$ cat config.mk
export PLATFORM = sky130hd
export DESIGN_NAME = cpbc_top
export DESIGN_NICKNAME = d
export VERILOG_FILES = /design/src/hdl/cpbc_pkg.sv /design/src/hdl/cpbc_regs.sv /design/src/hdl/cpbc_top.sv
export SDC_FILE = /design/constraint.sdc
export NUM_CORES = 1
export LEC_CHECK = 0
export ABC_AREA = 1
export BUFFER_PORTS_ARGS = -buffer_cell sky130_fd_sc_hd__buf_2
export CELL_PAD_IN_SITES_DETAIL_PLACEMENT = 1
export CELL_PAD_IN_SITES_GLOBAL_PLACEMENT = 1
export CORE_MARGIN = 1.5
export CORE_UTILIZATION = 25
export DETAILED_ROUTE_END_ITERATION = 16
export MAX_ROUTING_LAYER = met4
export PLACE_DENSITY_LB_ADDON = 0.1
export SLEW_MARGIN = 5
export SYNTH_ARGS = -nofsm -noshare
export SYNTH_HDL_FRONTEND = slang
export SYNTH_HIERARCHICAL = 1
export SYNTH_SLANG_ARGS = --single-unit
$ cat constraint.sdc
create_clock -name clock -period 4.6 [get_ports clock]
set_input_delay 0.69 -clock clock [delete_from_list [all_inputs] [get_ports clock]]
set_output_delay 0.69 -clock clock [all_outputs]
set_load 0.02 [all_outputs]
$ cat src/hdl/cpbc_pkg.sv
// Package: offsets, field positions, reset values and timing for the protection/boost option registers
package cpbc_pkg;
   // Register offsets on the command bus (documented byte commands)
   localparam logic [7:0]  CPBC_ADDR_OPT3     = 8'h37;
   localparam logic [7:0]  CPBC_ADDR_THR0     = 8'h3c;
   // Option three field positions
   localparam int          CPBC_B_ADAPTER_OVERCURRENT_EN     = 10;
   localparam int          CPBC_B_ADAPTER_OVERCURRENT_LIM    = 9;
   localparam int          CPBC_B_HS_SHORT    = 7;
   localparam int          CPBC_B_LS_SHORT    = 6;
   localparam int          CPBC_B_FAST_THR    = 5;
   localparam int          CPBC_B_RESP_HI     = 4;
   localparam int          CPBC_B_RESP_LO     = 3;
   localparam int          CPBC_B_BOOST_EN    = 2;
   localparam int          CPBC_B_BOOST_STAT  = 1;
   // Writable bits of the covered low eleven bits; bit 1 is status, 0 and 8 reserved
   localparam logic [15:0] CPBC_OPT3_WMASK    = 16'h06fc;
   localparam logic [15:0] CPBC_OPT3_RST      = 16'h0240;
   // Throttle option zero: critical level field and writable mask
   localparam int          CPBC_CRIT_MSB      = 15;
   localparam int          CPBC_CRIT_LSB      = 11;
   localparam logic [15:0] CPBC_THR0_WMASK    = 16'hfefe;
   localparam logic [15:0] CPBC_THR0_RST      = 16'h4a54;
   localparam logic [4:0]  CPBC_CRIT_RST      = 5'h09;
   // Response time codes
   localparam logic [1:0]  CPBC_RESP_150      = 2'h0;
   localparam logic [1:0]  CPBC_RESP_250      = 2'h1;
   // Response times in microseconds and clock rate
   localparam int          CPBC_CLK_MHZ       = 100;
   localparam int          CPBC_T150_US       = 150;
   localparam int          CPBC_T250_US       = 250;
   localparam int          CPBC_T50_US        = 50;
   localparam int          CPBC_CNT150        = CPBC_T150_US * CPBC_CLK_MHZ;
   localparam int          CPBC_CNT250        = CPBC_T250_US * CPBC_CLK_MHZ;
   localparam int          CPBC_CNT50         = CPBC_T50_US * CPBC_CLK_MHZ;
   localparam int          CPBC_CNT_W         = 15;
   typedef enum logic [1:0] {CPBC_IDLE, CPBC_WAIT, CPBC_BOOST} cpbc_state_t;
endpackage : cpbc_pkg

$ cat src/hdl/cpbc_regs.sv
// Register storage for the two option words with masked writes and read-out register
`timescale 1ns/1ps
module cpbc_regs
   import cpbc_pkg::*;
(
   input  wire logic        clock,
   input  wire logic        nrst,
   input  wire logic        wr_en,
   input  wire logic        rd_en,
   input  wire logic [7:0]  addr,
   input  wire logic [15:0] wdata,
   input  wire logic        boost_clr,
   input  wire logic        boost_stat,
   output logic      [15:0] opt3_q,
   output logic      [15:0] thr0_q,
   output logic      [15:0] rdata_q
);
   logic [15:0] opt3_ff, nxt_opt3;
   logic [15:0] thr0_ff, nxt_thr0;
   logic [15:0] rdata_ff, nxt_rdata;

   // Masked writes; battery removal clears the boost enable and wins over a write
   always_comb begin
      nxt_opt3  = opt3_ff;
      nxt_thr0  = thr0_ff;
      nxt_rdata = rdata_ff;
      if (wr_en && addr == CPBC_ADDR_OPT3) begin
         nxt_opt3 = wdata & CPBC_OPT3_WMASK;
      end
      if (wr_en && addr == CPBC_ADDR_THR0) begin
         nxt_thr0 = wdata & CPBC_THR0_WMASK;
      end
      if (boost_clr) begin
         nxt_opt3[CPBC_B_BOOST_EN] = 1'b0;
      end
      if (rd_en) begin
         case (addr)
            CPBC_ADDR_OPT3: begin
               nxt_rdata = opt3_ff;
               nxt_rdata[CPBC_B_BOOST_STAT] = boost_stat;
            end
            CPBC_ADDR_THR0: nxt_rdata = thr0_ff;
            default:        nxt_rdata = 16'h0000;
         endcase
      end
   end

   // Power-on defaults
   always_ff @(posedge clock or negedge nrst) begin
      if (!nrst) begin
         opt3_ff  <= CPBC_OPT3_RST;
         thr0_ff  <= CPBC_THR0_RST;
         rdata_ff <= 16'h0000;
      end else begin
         opt3_ff  <= nxt_opt3;
         thr0_ff  <= nxt_thr0;
         rdata_ff <= nxt_rdata;
      end
   end

   assign opt3_q  = opt3_ff;
   assign thr0_q  = thr0_ff;
   assign rdata_q = rdata_ff;

   AST_CRIT_RST: assert property (@(posedge clock) $rose(nrst) |-> thr0_ff[CPBC_CRIT_MSB:CPBC_CRIT_LSB] == CPBC_CRIT_RST)
      else $error("critical level default wrong");
   AST_RSVD_ZERO: assert property (@(posedge clock) disable iff (!nrst)
      (opt3_ff & ~CPBC_OPT3_WMASK) == 16'h0000 && (thr0_ff & ~CPBC_THR0_WMASK) == 16'h0000)
      else $error("reserved bit set");
endmodule : cpbc_regs

$ cat src/hdl/cpbc_top.sv
// Protection and hybrid boost configuration block: registers, fault gating and boost entry timing
`timescale 1ns/1ps
module cpbc_top
   import cpbc_pkg::*;
(
   input  wire logic        clock,
   input  wire logic        nrst,
   input  wire logic        wr_en,
   input  wire logic        rd_en,
   input  wire logic [7:0]  addr,
   input  wire logic [15:0] wdata,
   input  wire logic        battery_present_n,
   input  wire logic        fast_load_over,
   input  wire logic        adapter_overcurrent_cmp,
   input  wire logic        high_side_short_cmp,
   input  wire logic        low_side_short_cmp,
   output logic      [15:0] rdata,
   output logic             adapter_overcurrent_limit_sel,
   output logic             fast_load_threshold_sel,
   output logic      [4:0]  critical_input_current,
   output logic             adapter_overcurrent_fault,
   output logic             high_side_short_fault,
   output logic             low_side_short_fault,
   output logic             cycle_limit_active,
   output logic             boost_active
);
   cpbc_state_t             state_ff, nxt_state;
   logic [CPBC_CNT_W-1:0]   cnt_ff, nxt_cnt;
   logic                    batp_ff;
   logic                    boost_ff;
   logic                    aoc_ff, hs_ff, ls_ff, cyc_ff, lim_ff, fthr_ff;
   logic [4:0]              crit_ff;
   logic [15:0]             opt3, thr0;
   logic                    boost_clr;
   logic                    boost_en;
   logic [CPBC_CNT_W-1:0]   resp_cnt;

   // The wait counter must hold the longest response count or boost entry would wrap early
   if (CPBC_CNT250 > (2 ** CPBC_CNT_W) - 1) begin : g_cnt_chk
      $error("response counter too narrow");
   end

   // Battery removal edge; one register of history is enough since input is synchronous
   assign boost_clr = battery_present_n & ~batp_ff;
   assign boost_en  = opt3[CPBC_B_BOOST_EN];

   cpbc_regs u_regs (
      .clock      (clock),
      .nrst       (nrst),
      .wr_en      (wr_en),
      .rd_en      (rd_en),
      .addr       (addr),
      .wdata      (wdata),
      .boost_clr  (boost_clr),
      .boost_stat (state_ff == CPBC_BOOST),
      .opt3_q     (opt3),
      .thr0_q     (thr0),
      .rdata_q    (rdata)
   );

   // Response delay selected by the two-bit field; 1X maps to the shortest
   always_comb begin
      case (opt3[CPBC_B_RESP_HI:CPBC_B_RESP_LO])
         CPBC_RESP_150: resp_cnt = CPBC_CNT_W'(CPBC_CNT150 - 1);
         CPBC_RESP_250: resp_cnt = CPBC_CNT_W'(CPBC_CNT250 - 1);
         default:       resp_cnt = CPBC_CNT_W'(CPBC_CNT50 - 1);
      endcase
   end

   // Boost entry: wait the response time with the load over threshold, leave when it drops
   always_comb begin
      nxt_state = state_ff;
      nxt_cnt   = cnt_ff;
      case (state_ff)
         CPBC_IDLE: begin
            nxt_cnt = '0;
            if (boost_en && fast_load_over) begin
               nxt_state = CPBC_WAIT;
            end
         end
         CPBC_WAIT: begin
            if (!boost_en || !fast_load_over) begin
               nxt_state = CPBC_IDLE;
               nxt_cnt   = '0;
            end else if (cnt_ff >= resp_cnt) begin
               nxt_state = CPBC_BOOST;
            end else begin
               nxt_cnt = cnt_ff + 1'b1;
            end
         end
         CPBC_BOOST: begin
            nxt_cnt = '0;
            // Falling hysteresis level is applied by the comparator itself
            if (!boost_en || !fast_load_over) begin
               nxt_state = CPBC_IDLE;
            end
         end
         default: begin
            nxt_state = CPBC_IDLE;
            nxt_cnt   = '0;
         end
      endcase
   end

   always_ff @(posedge clock or negedge nrst) begin
      if (!nrst) begin
         state_ff <= CPBC_IDLE;
         cnt_ff   <= '0;
      end else begin
         state_ff <= nxt_state;
         cnt_ff   <= nxt_cnt;
      end
   end

   // Fault gating and threshold selects, all registered so outputs come from flops
   always_ff @(posedge clock or negedge nrst) begin
      if (!nrst) begin
         batp_ff <= 1'b0;
         boost_ff <= 1'b0;
         aoc_ff  <= 1'b0;
         hs_ff   <= 1'b0;
         ls_ff   <= 1'b0;
         cyc_ff  <= 1'b0;
         lim_ff  <= 1'b1;
         fthr_ff <= 1'b0;
         crit_ff <= CPBC_CRIT_RST;
      end else begin
         batp_ff <= battery_present_n;
         boost_ff <= (nxt_state == CPBC_BOOST);
         aoc_ff  <= opt3[CPBC_B_ADAPTER_OVERCURRENT_EN] & adapter_overcurrent_cmp;
         hs_ff   <= opt3[CPBC_B_HS_SHORT] & high_side_short_cmp;
         ls_ff   <= opt3[CPBC_B_LS_SHORT] & low_side_short_cmp;
         cyc_ff  <= opt3[CPBC_B_LS_SHORT] & (nxt_state == CPBC_BOOST);
         lim_ff  <= opt3[CPBC_B_ADAPTER_OVERCURRENT_LIM];
         fthr_ff <= opt3[CPBC_B_FAST_THR];
         crit_ff <= thr0[CPBC_CRIT_MSB:CPBC_CRIT_LSB];
      end
   end

   assign adapter_overcurrent_limit_sel = lim_ff;
   assign fast_load_threshold_sel       = fthr_ff;
   assign critical_input_current        = crit_ff;
   assign adapter_overcurrent_fault     = aoc_ff;
   assign high_side_short_fault         = hs_ff;
   assign low_side_short_fault          = ls_ff;
   assign cycle_limit_active            = cyc_ff;
   // Own flop mirrors the boost state so the pin carries no decode glitches
   assign boost_active                  = boost_ff;

   AST_BATT_CLR: assert property (@(posedge clock) disable iff (!nrst)
      $rose(battery_present_n) |=> !boost_en)
      else $error("boost enable not cleared on removal");
   AST_NO_EARLY_BOOST: assert property (@(posedge clock) disable iff (!nrst)
      $rose(state_ff == CPBC_WAIT) && opt3[CPBC_B_RESP_HI] |-> !boost_active [*8])
      else $error("boost entered too early");
   AST_BOOST_NEEDS_EN: assert property (@(posedge clock) disable iff (!nrst)
      boost_active |-> $past(boost_en))
      else $error("boost without enable");
   AST_ADAPTER_OVERCURRENT_GATE: assert property (@(posedge clock) disable iff (!nrst)
      !opt3[CPBC_B_ADAPTER_OVERCURRENT_EN] |=> !adapter_overcurrent_fault)
      else $error("overcurrent fault while disabled");
   AST_HS_GATE: assert property (@(posedge clock) disable iff (!nrst)
      opt3[CPBC_B_HS_SHORT] && high_side_short_cmp |=> high_side_short_fault)
      else $error("high side short missed");
   AST_LS_GATE: assert property (@(posedge clock) disable iff (!nrst)
      !opt3[CPBC_B_LS_SHORT] |=> !low_side_short_fault)
      else $error("low side fault while disabled");
   AST_CYC: assert property (@(posedge clock) disable iff (!nrst)
      cycle_limit_active |-> boost_active)
      else $error("cycle limit outside boost");
   AST_LIM: assert property (@(posedge clock) disable iff (!nrst)
      ##1 adapter_overcurrent_limit_sel == $past(opt3[CPBC_B_ADAPTER_OVERCURRENT_LIM]))
      else $error("limit select not following register");
   AST_FTHR: assert property (@(posedge clock) disable iff (!nrst)
      ##1 fast_load_threshold_sel == $past(opt3[CPBC_B_FAST_THR]))
      else $error("fast threshold select not following register");
   AST_STAT_RD: assert property (@(posedge clock) disable iff (!nrst)
      rd_en && addr == CPBC_ADDR_OPT3 |=> rdata[CPBC_B_BOOST_STAT] == $past(boost_active))
      else $error("status bit mismatch");
endmodule : cpbc_top

==> results.sh, run 1 <==
export IMPL_antenna_left=0
export IMPL_placed_area_um2=3810
export IMPL_relSlewSlack=0.385
export IMPL_drc=0
export IMPL_slowest_delay_ns=0.42
export IMPL_drt_wl_total_mm=9.39
export IMPL_syn_to_final_growth_pct=18.6
export IMPL_cts_sinks=66
export IMPL_syn_area_per_cell_um2=8.28
export IMPL_rows=42
export IMPL_cts_hold_buf=0
export IMPL_fillers=1672
export IMPL_crit_path_start_kind="flip-flop"
export IMPL_port_buffers=56
export IMPL_path_cells="nor2_1 -> inv_1 -> ha_1 -> nand2_1 -> nor2_1 -> inv_1 -> nor2_1 -> nand2_2 -> nand2_4 -> nand2_4 -> nand2_1 -> nand2_1"
export IMPL_drtPass1Iterations=4
export IMPL_worstReg2RegStart="u_regs/opt3_q[4]"
export IMPL_fp_dieH_um=120
export IMPL_slew_violations=0
export IMPL_ctsRootBufferMaster="clkbuf_16"
export IMPL_vdd_drop_max_v=0.000172
export IMPL_viasPerCell=4.37
export IMPL_cp_max_fo=16
export IMPL_cts_clk_slew_worst_paths_ns=0.06
export IMPL_skew_ns=0.00651
export IMPL_clock_path_buffers=2
export IMPL_tightest_slew_ns=0.922
export IMPL_yosys_warnings=6
export IMPL_endpoint="cnt_ff[13]"
export IMPL_cts_buffers=9
export IMPL_rsz0062_at_grt="false"
export IMPL_max_cap_violations=0
export IMPL_hold_viol=0
export IMPL_crit_type="reg -> reg"
export IMPL_drive_gt1_frac=0.235
export IMPL_path_buf_inv=2
export IMPL_cts_tree="done"
export IMPL_grt_pass1_wl_mm=15.8
export IMPL_end_kind="flip-flop"
export IMPL_crit_family="simple AND/OR/NAND/NOR gates"
export IMPL_setup_violations=0
export IMPL_critical_path_arrival_ns=2.44
export IMPL_hold_path_class="reg -> reg"
export IMPL_synthCells=416
export IMPL_n_antenna_cell=0
export IMPL_post_route_min_period_ns=2.22
export IMPL_finalCritPeriodShare=0.483
export IMPL_dp_hpwl_mm=6.69
export IMPL_r2r_slack_ns=2.38
export IMPL_status="completed"
export IMPL_antenna_found_initial=0
export IMPL_dieArea_um2=14500
export IMPL_core_um2=13300
export IMPL_cp_slowest_cell="dfrtp_1"
export IMPL_via_count=2852
export IMPL_cp_startpoint="u_regs/opt3_q[4]"
export IMPL_worstSkewPairLatency_ns=0.34
export IMPL_final_net_count=513
export IMPL_grt_use_total=0.145
export IMPL_htreeDepth=3
export IMPL_num_io_pins=61
export IMPL_r2r_end="cnt_ff[13]"
export IMPL_grt_pass1_vias=3033
export IMPL_grt_overflow=0
export IMPL_grt_max_degree=40
export IMPL_place_gp_congestion=0.732
export IMPL_cp_depth=12
export IMPL_netlist_area_um2=3440
export IMPL_finalPower_mw=1.32
export IMPL_initial_core_util=0.258
export IMPL_preCtsSetupSlack_ns=2.23
export IMPL_dieWidth_um=120
export IMPL_tns_ns=0
export IMPL_setup_ws_ns=2.38
export IMPL_required_ns=4.82
export IMPL_final_area_um2=4080
export IMPL_wl_per_cell_um=14.4
export IMPL_postCtsSetupRepairBufs=0
export IMPL_r2r_cells=12
export IMPL_cts_resized_gates=0
export IMPL_leakagePower_nw=2.11
export IMPL_max_clock_freq_mhz=450
export IMPL_hold_worst_slack_ns=0.375
export IMPL_power_density_nw_per_um2=324
export IMPL_drt_iter0_markers=104
==> metal layers <==
layer / up-vias / GRT usage / routed length, um
li1: 1430 / - / -
met3: 5 / 0.0396 / 314
met5: - / - / 0
met1: 1370 / 0.177 / 4300
met4: 0 / 0.0331 / 80
met2: 47 / 0.239 / 4690
==> power by group <==
part / internal [mW] / switching (mW)
sequential: 0.600 / 0.00948
clock: 0.365 / 0.266
combinational: 0.0246 / 0.0598
==> sequential cells by signal (all words and copies together), names as in the netlist, 2 cells and up <==
| signal | count |
|---|---|
| cnt_ff | 15 |
| critical_input_current | 5 |
| state_ff | 2 |
| u_regs/opt3_q | 8 |
| u_regs/rdata_q | 14 |
| u_regs/thr0_q | 14 |
==> worst min-delay path by stage <==
stage	start	end	slack, ns	cells after the start
finish	u_regs/thr0_q[11]	critical_input_current[0]	0.38	0
global route	u_regs/thr0_q[11]	critical_input_current[0]	0.38	0
CTS	u_regs/thr0_q[11]	critical_input_current[0]	0.38	0
detailed placement	u_regs/thr0_q[11]	critical_input_current[0]	0.37	0
global placement	u_regs/thr0_q[11]	critical_input_current[0]	0.37	0
floorplan	u_regs/opt3_q[9]	adapter_overcurrent_limit_sel	0.36	0
==> cell usage in the layout, fill, tap and decap left out, types with 2 or more instances in the layout <==
cell,n
clkinv_2,2
nand3_1,43
nor4_1,2
dfrtp_1,55
nor2_4,2
clkbuf_16,9
o21ai_0,2
nor2_2,4
xor2_1,4
nand4_1,5
ha_1,9
nand2_1,138
nand3_4,2
dfstp_2,11
a21oi_1,3
nor2_1,30
nand2_4,3
buf_2,56
clkinvlp_4,2
conb_1,2
o21ai_1,18
nor3_1,4
o21ai_2,15
inv_1,45
==> cell type report <==
type | count | area, um2 | share of cell area
timing repair buffer | 57 | 288 | 0.0705
tap | 176 | 220 | 0.0539
clock inverter | 6 | 42.5 | 0.0104
inverter | 46 | 173 | 0.0423
sequential | 66 | 1670 | 0.408
multi-input combinational | 291 | 1470 | 0.359
clock buffer | 10 | 229 | 0.0561
==> through the flow <==
step,utilization,instances
after detailed placement,0.286,636
after global placement,0.286,636
after CTS,0.306,652
final,0.306,652
after floorplan,-,417
after global routing,0.306,652
(Power assumes the default switching activity.)
==> run 2: changes to the inputs <==
- clock period: 4.6 -> 1.8 ns (I/O delays scaled with it)
==> run 2 against run 1 <==
Effect of this change: the run now ends with negative setup slack left; clock-buffer cell count is 1 higher; maximum frequency is 19% higher; sequential power grew to 2.6 times the previous value; sequential share of layout area is 4.0 points lower; combinational power grew to 3.2 times the previous value; die area stayed put; final cell count is 4.8% higher; global-route usage is 0.45 points higher; critical path type unchanged; critical endpoint is now cnt_ff[10]; largest cell class unchanged.
==> results.sh, run 2 (synthesis gave the netlist of run 1 again) <==
export IMPL_hold_viol=0
export IMPL_dp_hpwl_mm=7.01
export IMPL_grt_pass1_vias=3151
export IMPL_antenna_left=0
export IMPL_dieWidth_um=120
export IMPL_hold_path_class="in -> reg"
export IMPL_n_antenna_cell=0
export IMPL_tightest_slew_ns=0.559
export IMPL_viasPerCell=4.39
export IMPL_grt_use_total=0.149
export IMPL_final_util=0.339
export IMPL_cts_sinks=66
export IMPL_hold_worst_slack_ns=0.0523
export IMPL_violations="negative setup slack"
export IMPL_fp_dieH_um=120
export IMPL_grt_pass1_wl_mm=16.0
export IMPL_clock_path_buffers=2
export IMPL_drc=0
export IMPL_dieArea_um2=14500
export IMPL_crit_type="reg -> reg"
export IMPL_htreeDepth=3
export IMPL_max_clock_freq_mhz=535
export IMPL_port_buffers=56
export IMPL_wl_per_cell_um=14.6
export IMPL_final_common_cell="nand2_1"
export IMPL_core_um2=13300
export IMPL_vdd_drop_max_v=0.000547
export IMPL_regMostFlops="cnt_ff"
export IMPL_setup_ws_ns=-0.0693
export IMPL_rows=42
export IMPL_rsz0062_at_grt="true"
export IMPL_finalCritPeriodShare=1.04
export IMPL_cts_buffers=9
export IMPL_placed_area_um2=4020
export IMPL_status="finished, violations left"
export IMPL_initial_core_util=0.258
export IMPL_place_inst=662
export IMPL_syn_to_final_growth_pct=31.4
export IMPL_setup_violations=17
export IMPL_finalPower_mw=3.42
export IMPL_ctsRootBufferMaster="clkbuf_16"
export IMPL_critical_path_arrival_ns=2.12
export IMPL_r2r_slack_ns=-0.07
export IMPL_stdcell_count=683
export IMPL_end_kind="flip-flop"
export IMPL_final_net_count=544
export IMPL_relSlewSlack=0.627
export IMPL_preCtsSetupSlack_ns=-0.182
export IMPL_cp_max_fo=7
export IMPL_worstSkewPairLatency_ns=0.34
export IMPL_final_area_um2=4530
export IMPL_max_cap_violations=0
export IMPL_via_count=3001
export IMPL_power_density_nw_per_um2=756
export IMPL_drt_wl_total_mm=10.0
export IMPL_place_gp_congestion=0.742
export IMPL_drive_gt1_frac=0.341
export IMPL_skew_ns=0.00976
export IMPL_post_route_min_period_ns=1.87
export IMPL_grt_overflow=0
export IMPL_required_ns=2.05
export IMPL_tns_ns=-0.687
export IMPL_cts_clk_slew_worst_paths_ns=0.06
export IMPL_num_io_pins=61
export IMPL_layout_common_cells="nand2_1, buf_2, dfrtp_1"
export IMPL_slew_violations=0
export IMPL_cts_tree="done"
export IMPL_crit_path_start_kind="flip-flop"
export IMPL_drtPass1Iterations=4
export IMPL_antenna_found_initial=0
export IMPL_largest_reg_flops=15
export IMPL_grt_max_degree=67
export IMPL_drt_iter0_markers=108
export IMPL_fillers=1648
export IMPL_leakagePower_nw=2.29
==> run 2: worst max-delay path, stage by stage, from the launching register on <==
cell	delay, ns
dfrtp_1	0.39
inv_2	0.06
nor2_4	0.14
inv_4	0.06
ha_4	0.28
nand2_4	0.06
nor2_4	0.11
nand2_1	0.08
nand2_2	0.08
nor2_4	0.05
nand2_4	0.14
buf_6	0.16
nand3_1	0.07
o21ai_1	0.10
==> run 2: report_power, final <==
part | internal (mW) | switching (mW) | total [mW]
registers | 1.53 | 0.0253 | 1.56
logic | 0.0986 | 0.168 | 0.266
clock network | 0.927 | 0.671 | 1.60
==> run 2: worst paths after layout <==
check | startpoint | endpoint | depth (start not counted)
worst min register to register | u_regs/thr0_q[11] | critical_input_current[0] | 0
worst max-delay path | u_regs/opt3_q[3] | cnt_ff[10] | 13
min in group asynchronous | nrst | cnt_ff[6] | 3
worst min-delay path | battery_present_n | batp_ff | 1
max in group asynchronous | nrst | u_regs/thr0_q[2] | 3
worst max register to register | u_regs/opt3_q[3] | cnt_ff[10] | 13
==> run 2: layout make-up <==
| type | count | area (um2) | area share |
|---|---|---|---|
| clock buffers | 11 | 233 | 0.0514 |
| inverters | 46 | 175 | 0.0387 |
| flip-flops and latches | 66 | 1670 | 0.368 |
| well taps | 176 | 220 | 0.0487 |
| repair buffers | 87 | 539 | 0.119 |
| multi-input cells | 292 | 1660 | 0.367 |
| clock inverters | 5 | 31.3 | 0.00691 |
==> run 2: repair_timing <==
item / in CTS / in global routing
gates cloned: 0 / 1
setup endpoints to repair: 19 / 19
hold buffers: 1 / 0
pin swaps: 0 / 5
hold endpoints to repair: 55 / 0
resized for setup: 12 / 33
setup buffers: 2 / 1
==> run 2: routing by layer <==
layer / up-vias / wire (um) / global-route usage / share of wire
met1: 1448 / 4500 / 0.180 / 0.45
met5: - / 0 / - / 0
li1: 1494 / - / - / -
met2: 52 / 5070 / 0.249 / 0.51
met4: 0 / 78 / 0.0397 / 0.0078
met3: 7 / 355 / 0.0387 / 0.035
==> run 3: changes to the inputs <==
- PLACE_DENSITY: default -> 0.51
- PLACE_DENSITY_LB_ADDON: 0.1 -> default
==> run 3 against run 2 <==
Effect of this change: non-clock buffer count is the same; the run still ends with negative setup slack left; register-to-register slack about the same; flip-flop and latch count is the same.
==> results.sh, run 3 (synthesis gave the netlist of run 1 again) <==
export IMPL_power_density_nw_per_um2=794
export IMPL_drtPass1Iterations=4
export IMPL_finalCritPeriodShare=1.04
export IMPL_cts_clk_slew_worst_paths_ns=0.06
export IMPL_initial_core_util=0.258
export IMPL_crit_type="reg -> reg"
export IMPL_max_clock_freq_mhz=532
export IMPL_rows=42
export IMPL_worstSkewPairLatency_ns=0.33
export IMPL_sw_frac_of_total=0.236
export IMPL_cts_sinks=66
export IMPL_p_clk_frac=0.494
export IMPL_setup_ws_ns=-0.0810
export IMPL_power_switching_uw=846
export IMPL_wl_per_cell_um=14.0
export IMPL_drive_gt1_frac=0.330
export IMPL_fillers=1613
export IMPL_required_ns=2.02
export IMPL_p_seq_frac=0.435
export IMPL_crit_path_start_kind="flip-flop"
export IMPL_hold_worst_slack_ns=0.0583
export IMPL_num_io_pins=61
export IMPL_syn_to_final_growth_pct=31.2
export IMPL_skew_ns=0.00677
export IMPL_drt_iter0_markers=128
export IMPL_dp_hpwl_mm=6.98
export IMPL_tns_ns=-0.910
export IMPL_vdd_drop_max_v=0.000397
export IMPL_grt_overflow=0
export IMPL_grt_pass1_wl_mm=16.2
export IMPL_n_antenna_cell=0
export IMPL_leakagePower_nw=2.30
export IMPL_port_buffers=56
export IMPL_finalPower_mw=3.59
export IMPL_cp_max_fo=4
export IMPL_fp_dieH_um=120
export IMPL_ctsRootBufferMaster="clkbuf_16"
export IMPL_via_count=2985
export IMPL_p_int_mw=2.74
export IMPL_clock_path_buffers=2
export IMPL_end_kind="flip-flop"
export IMPL_violations="negative setup slack"
export IMPL_hold_path_class="in -> reg"
export IMPL_cts_buffers=9
export IMPL_htreeDepth=3
export IMPL_place_gp_congestion=0.775
export IMPL_status="finished, violations left"
export IMPL_dieWidth_um=120
export IMPL_dieArea_um2=14500
export IMPL_layout_common_cells="nand2_1, buf_2, dfrtp_1"
export IMPL_setup_violations=18
export IMPL_power_frac_comb=0.072
export IMPL_antenna_found_initial=0
export IMPL_critical_path_arrival_ns=2.10
export IMPL_final_net_count=543
export IMPL_largest_reg_flops=15
export IMPL_hold_viol=0
export IMPL_drc=0
export IMPL_slew_violations=0
export IMPL_max_cap_violations=0
export IMPL_rsz0062_at_grt="true"
export IMPL_seq_area_um2=1670
export IMPL_final_common_cell="nand2_1"
export IMPL_viasPerCell=4.38
export IMPL_regMostFlops="cnt_ff"
export IMPL_multi_input_area_um2=1620
export IMPL_grt_pass1_vias=3204
export IMPL_post_route_min_period_ns=1.88
export IMPL_antenna_left=0
export IMPL_grt_max_degree=67
export IMPL_grt_use_total=0.149
export IMPL_core_um2=13300
export IMPL_cts_tree="done"
export IMPL_drt_wl_total_mm=9.57
==> run 3: worst paths after layout <==
kind | start | end | slack [ns] | depth (start not counted)
setup reg to reg | u_regs/opt3_q[3] | cnt_ff[9] | -0.08 | 13
max in group asynchronous | nrst | u_regs/thr0_q[4] | 0.95 | 3
setup / recovery | u_regs/opt3_q[3] | cnt_ff[9] | -0.08 | 13
hold reg to reg | u_regs/thr0_q[11] | critical_input_current[0] | 0.38 | 0
min in group asynchronous | nrst | cnt_ff[7] | 0.46 | 3
hold / removal | battery_present_n | batp_ff | 0.06 | 1
==> run 3: power by group through the flow <==
stage	logic, mW	registers, mW	clock network (mW)
floorplan	0.108	1.59	0
global placement	0.241	1.58	0
detailed placement	0.246	1.58	0
CTS	0.258	1.56	1.85
global route	0.292	1.56	1.90
finish	0.258	1.56	1.77
==> run 3: cell type report <==
class	instances	area share
Clock buffer	12	0.0546
Clock inverter	4	0.0114
Inverter	46	0.0382
Multi-Input combinational cell	291	0.359
Sequential cell	66	0.369
Tap cell	176	0.0488
Timing Repair Buffer	87	0.119
==> run 3: critical path, stage by stage, from the launching register on <==
cell and delay (ns):
dfrtp_1 0.41, inv_1 0.07, nor2_2 0.13, inv_2 0.09, ha_4 0.26, nand2_4 0.08, nor2_4 0.04, nand2_1 0.07
nand2_2 0.07, nor2_4 0.15, nand2_4 0.10, buf_4 0.16, nand3_1 0.08, o21ai_2 0.07
==> run 3: repair_timing <==
action / CTS / global route
pin swaps: 8 / 4
setup endpoints to repair: 19 / 19
hold buffers: 1 / 0
resized for setup: 20 / 18
buffers inserted: 1 / 1
endpoints found under the hold margin: 55 / 0
==> run 3: metrics by stage <==
step,instance area (um2),utilization,worst slack [ns],instances
floorplan,3450,-,0.0146,417
detailed placement,4030,0.302,-0.184,663
global route,4520,0.338,-0.226,682
finish,4520,0.338,-0.0810,682
global placement,4030,0.302,-0.101,663
CTS,4450,0.333,-0.118,681
==> run 3: layer usage <==
metal | wire length [um] | GRT usage | up-vias | share of wire
met1 | 4270 | 0.176 | 1438 | 0.45
met5 | 0 | - | - | 0
met3 | 292 | 0.0373 | 7 | 0.031
met4 | 141 | 0.0463 | 0 | 0.015
li1 | - | - | 1490 | -
met2 | 4860 | 0.252 | 50 | 0.51
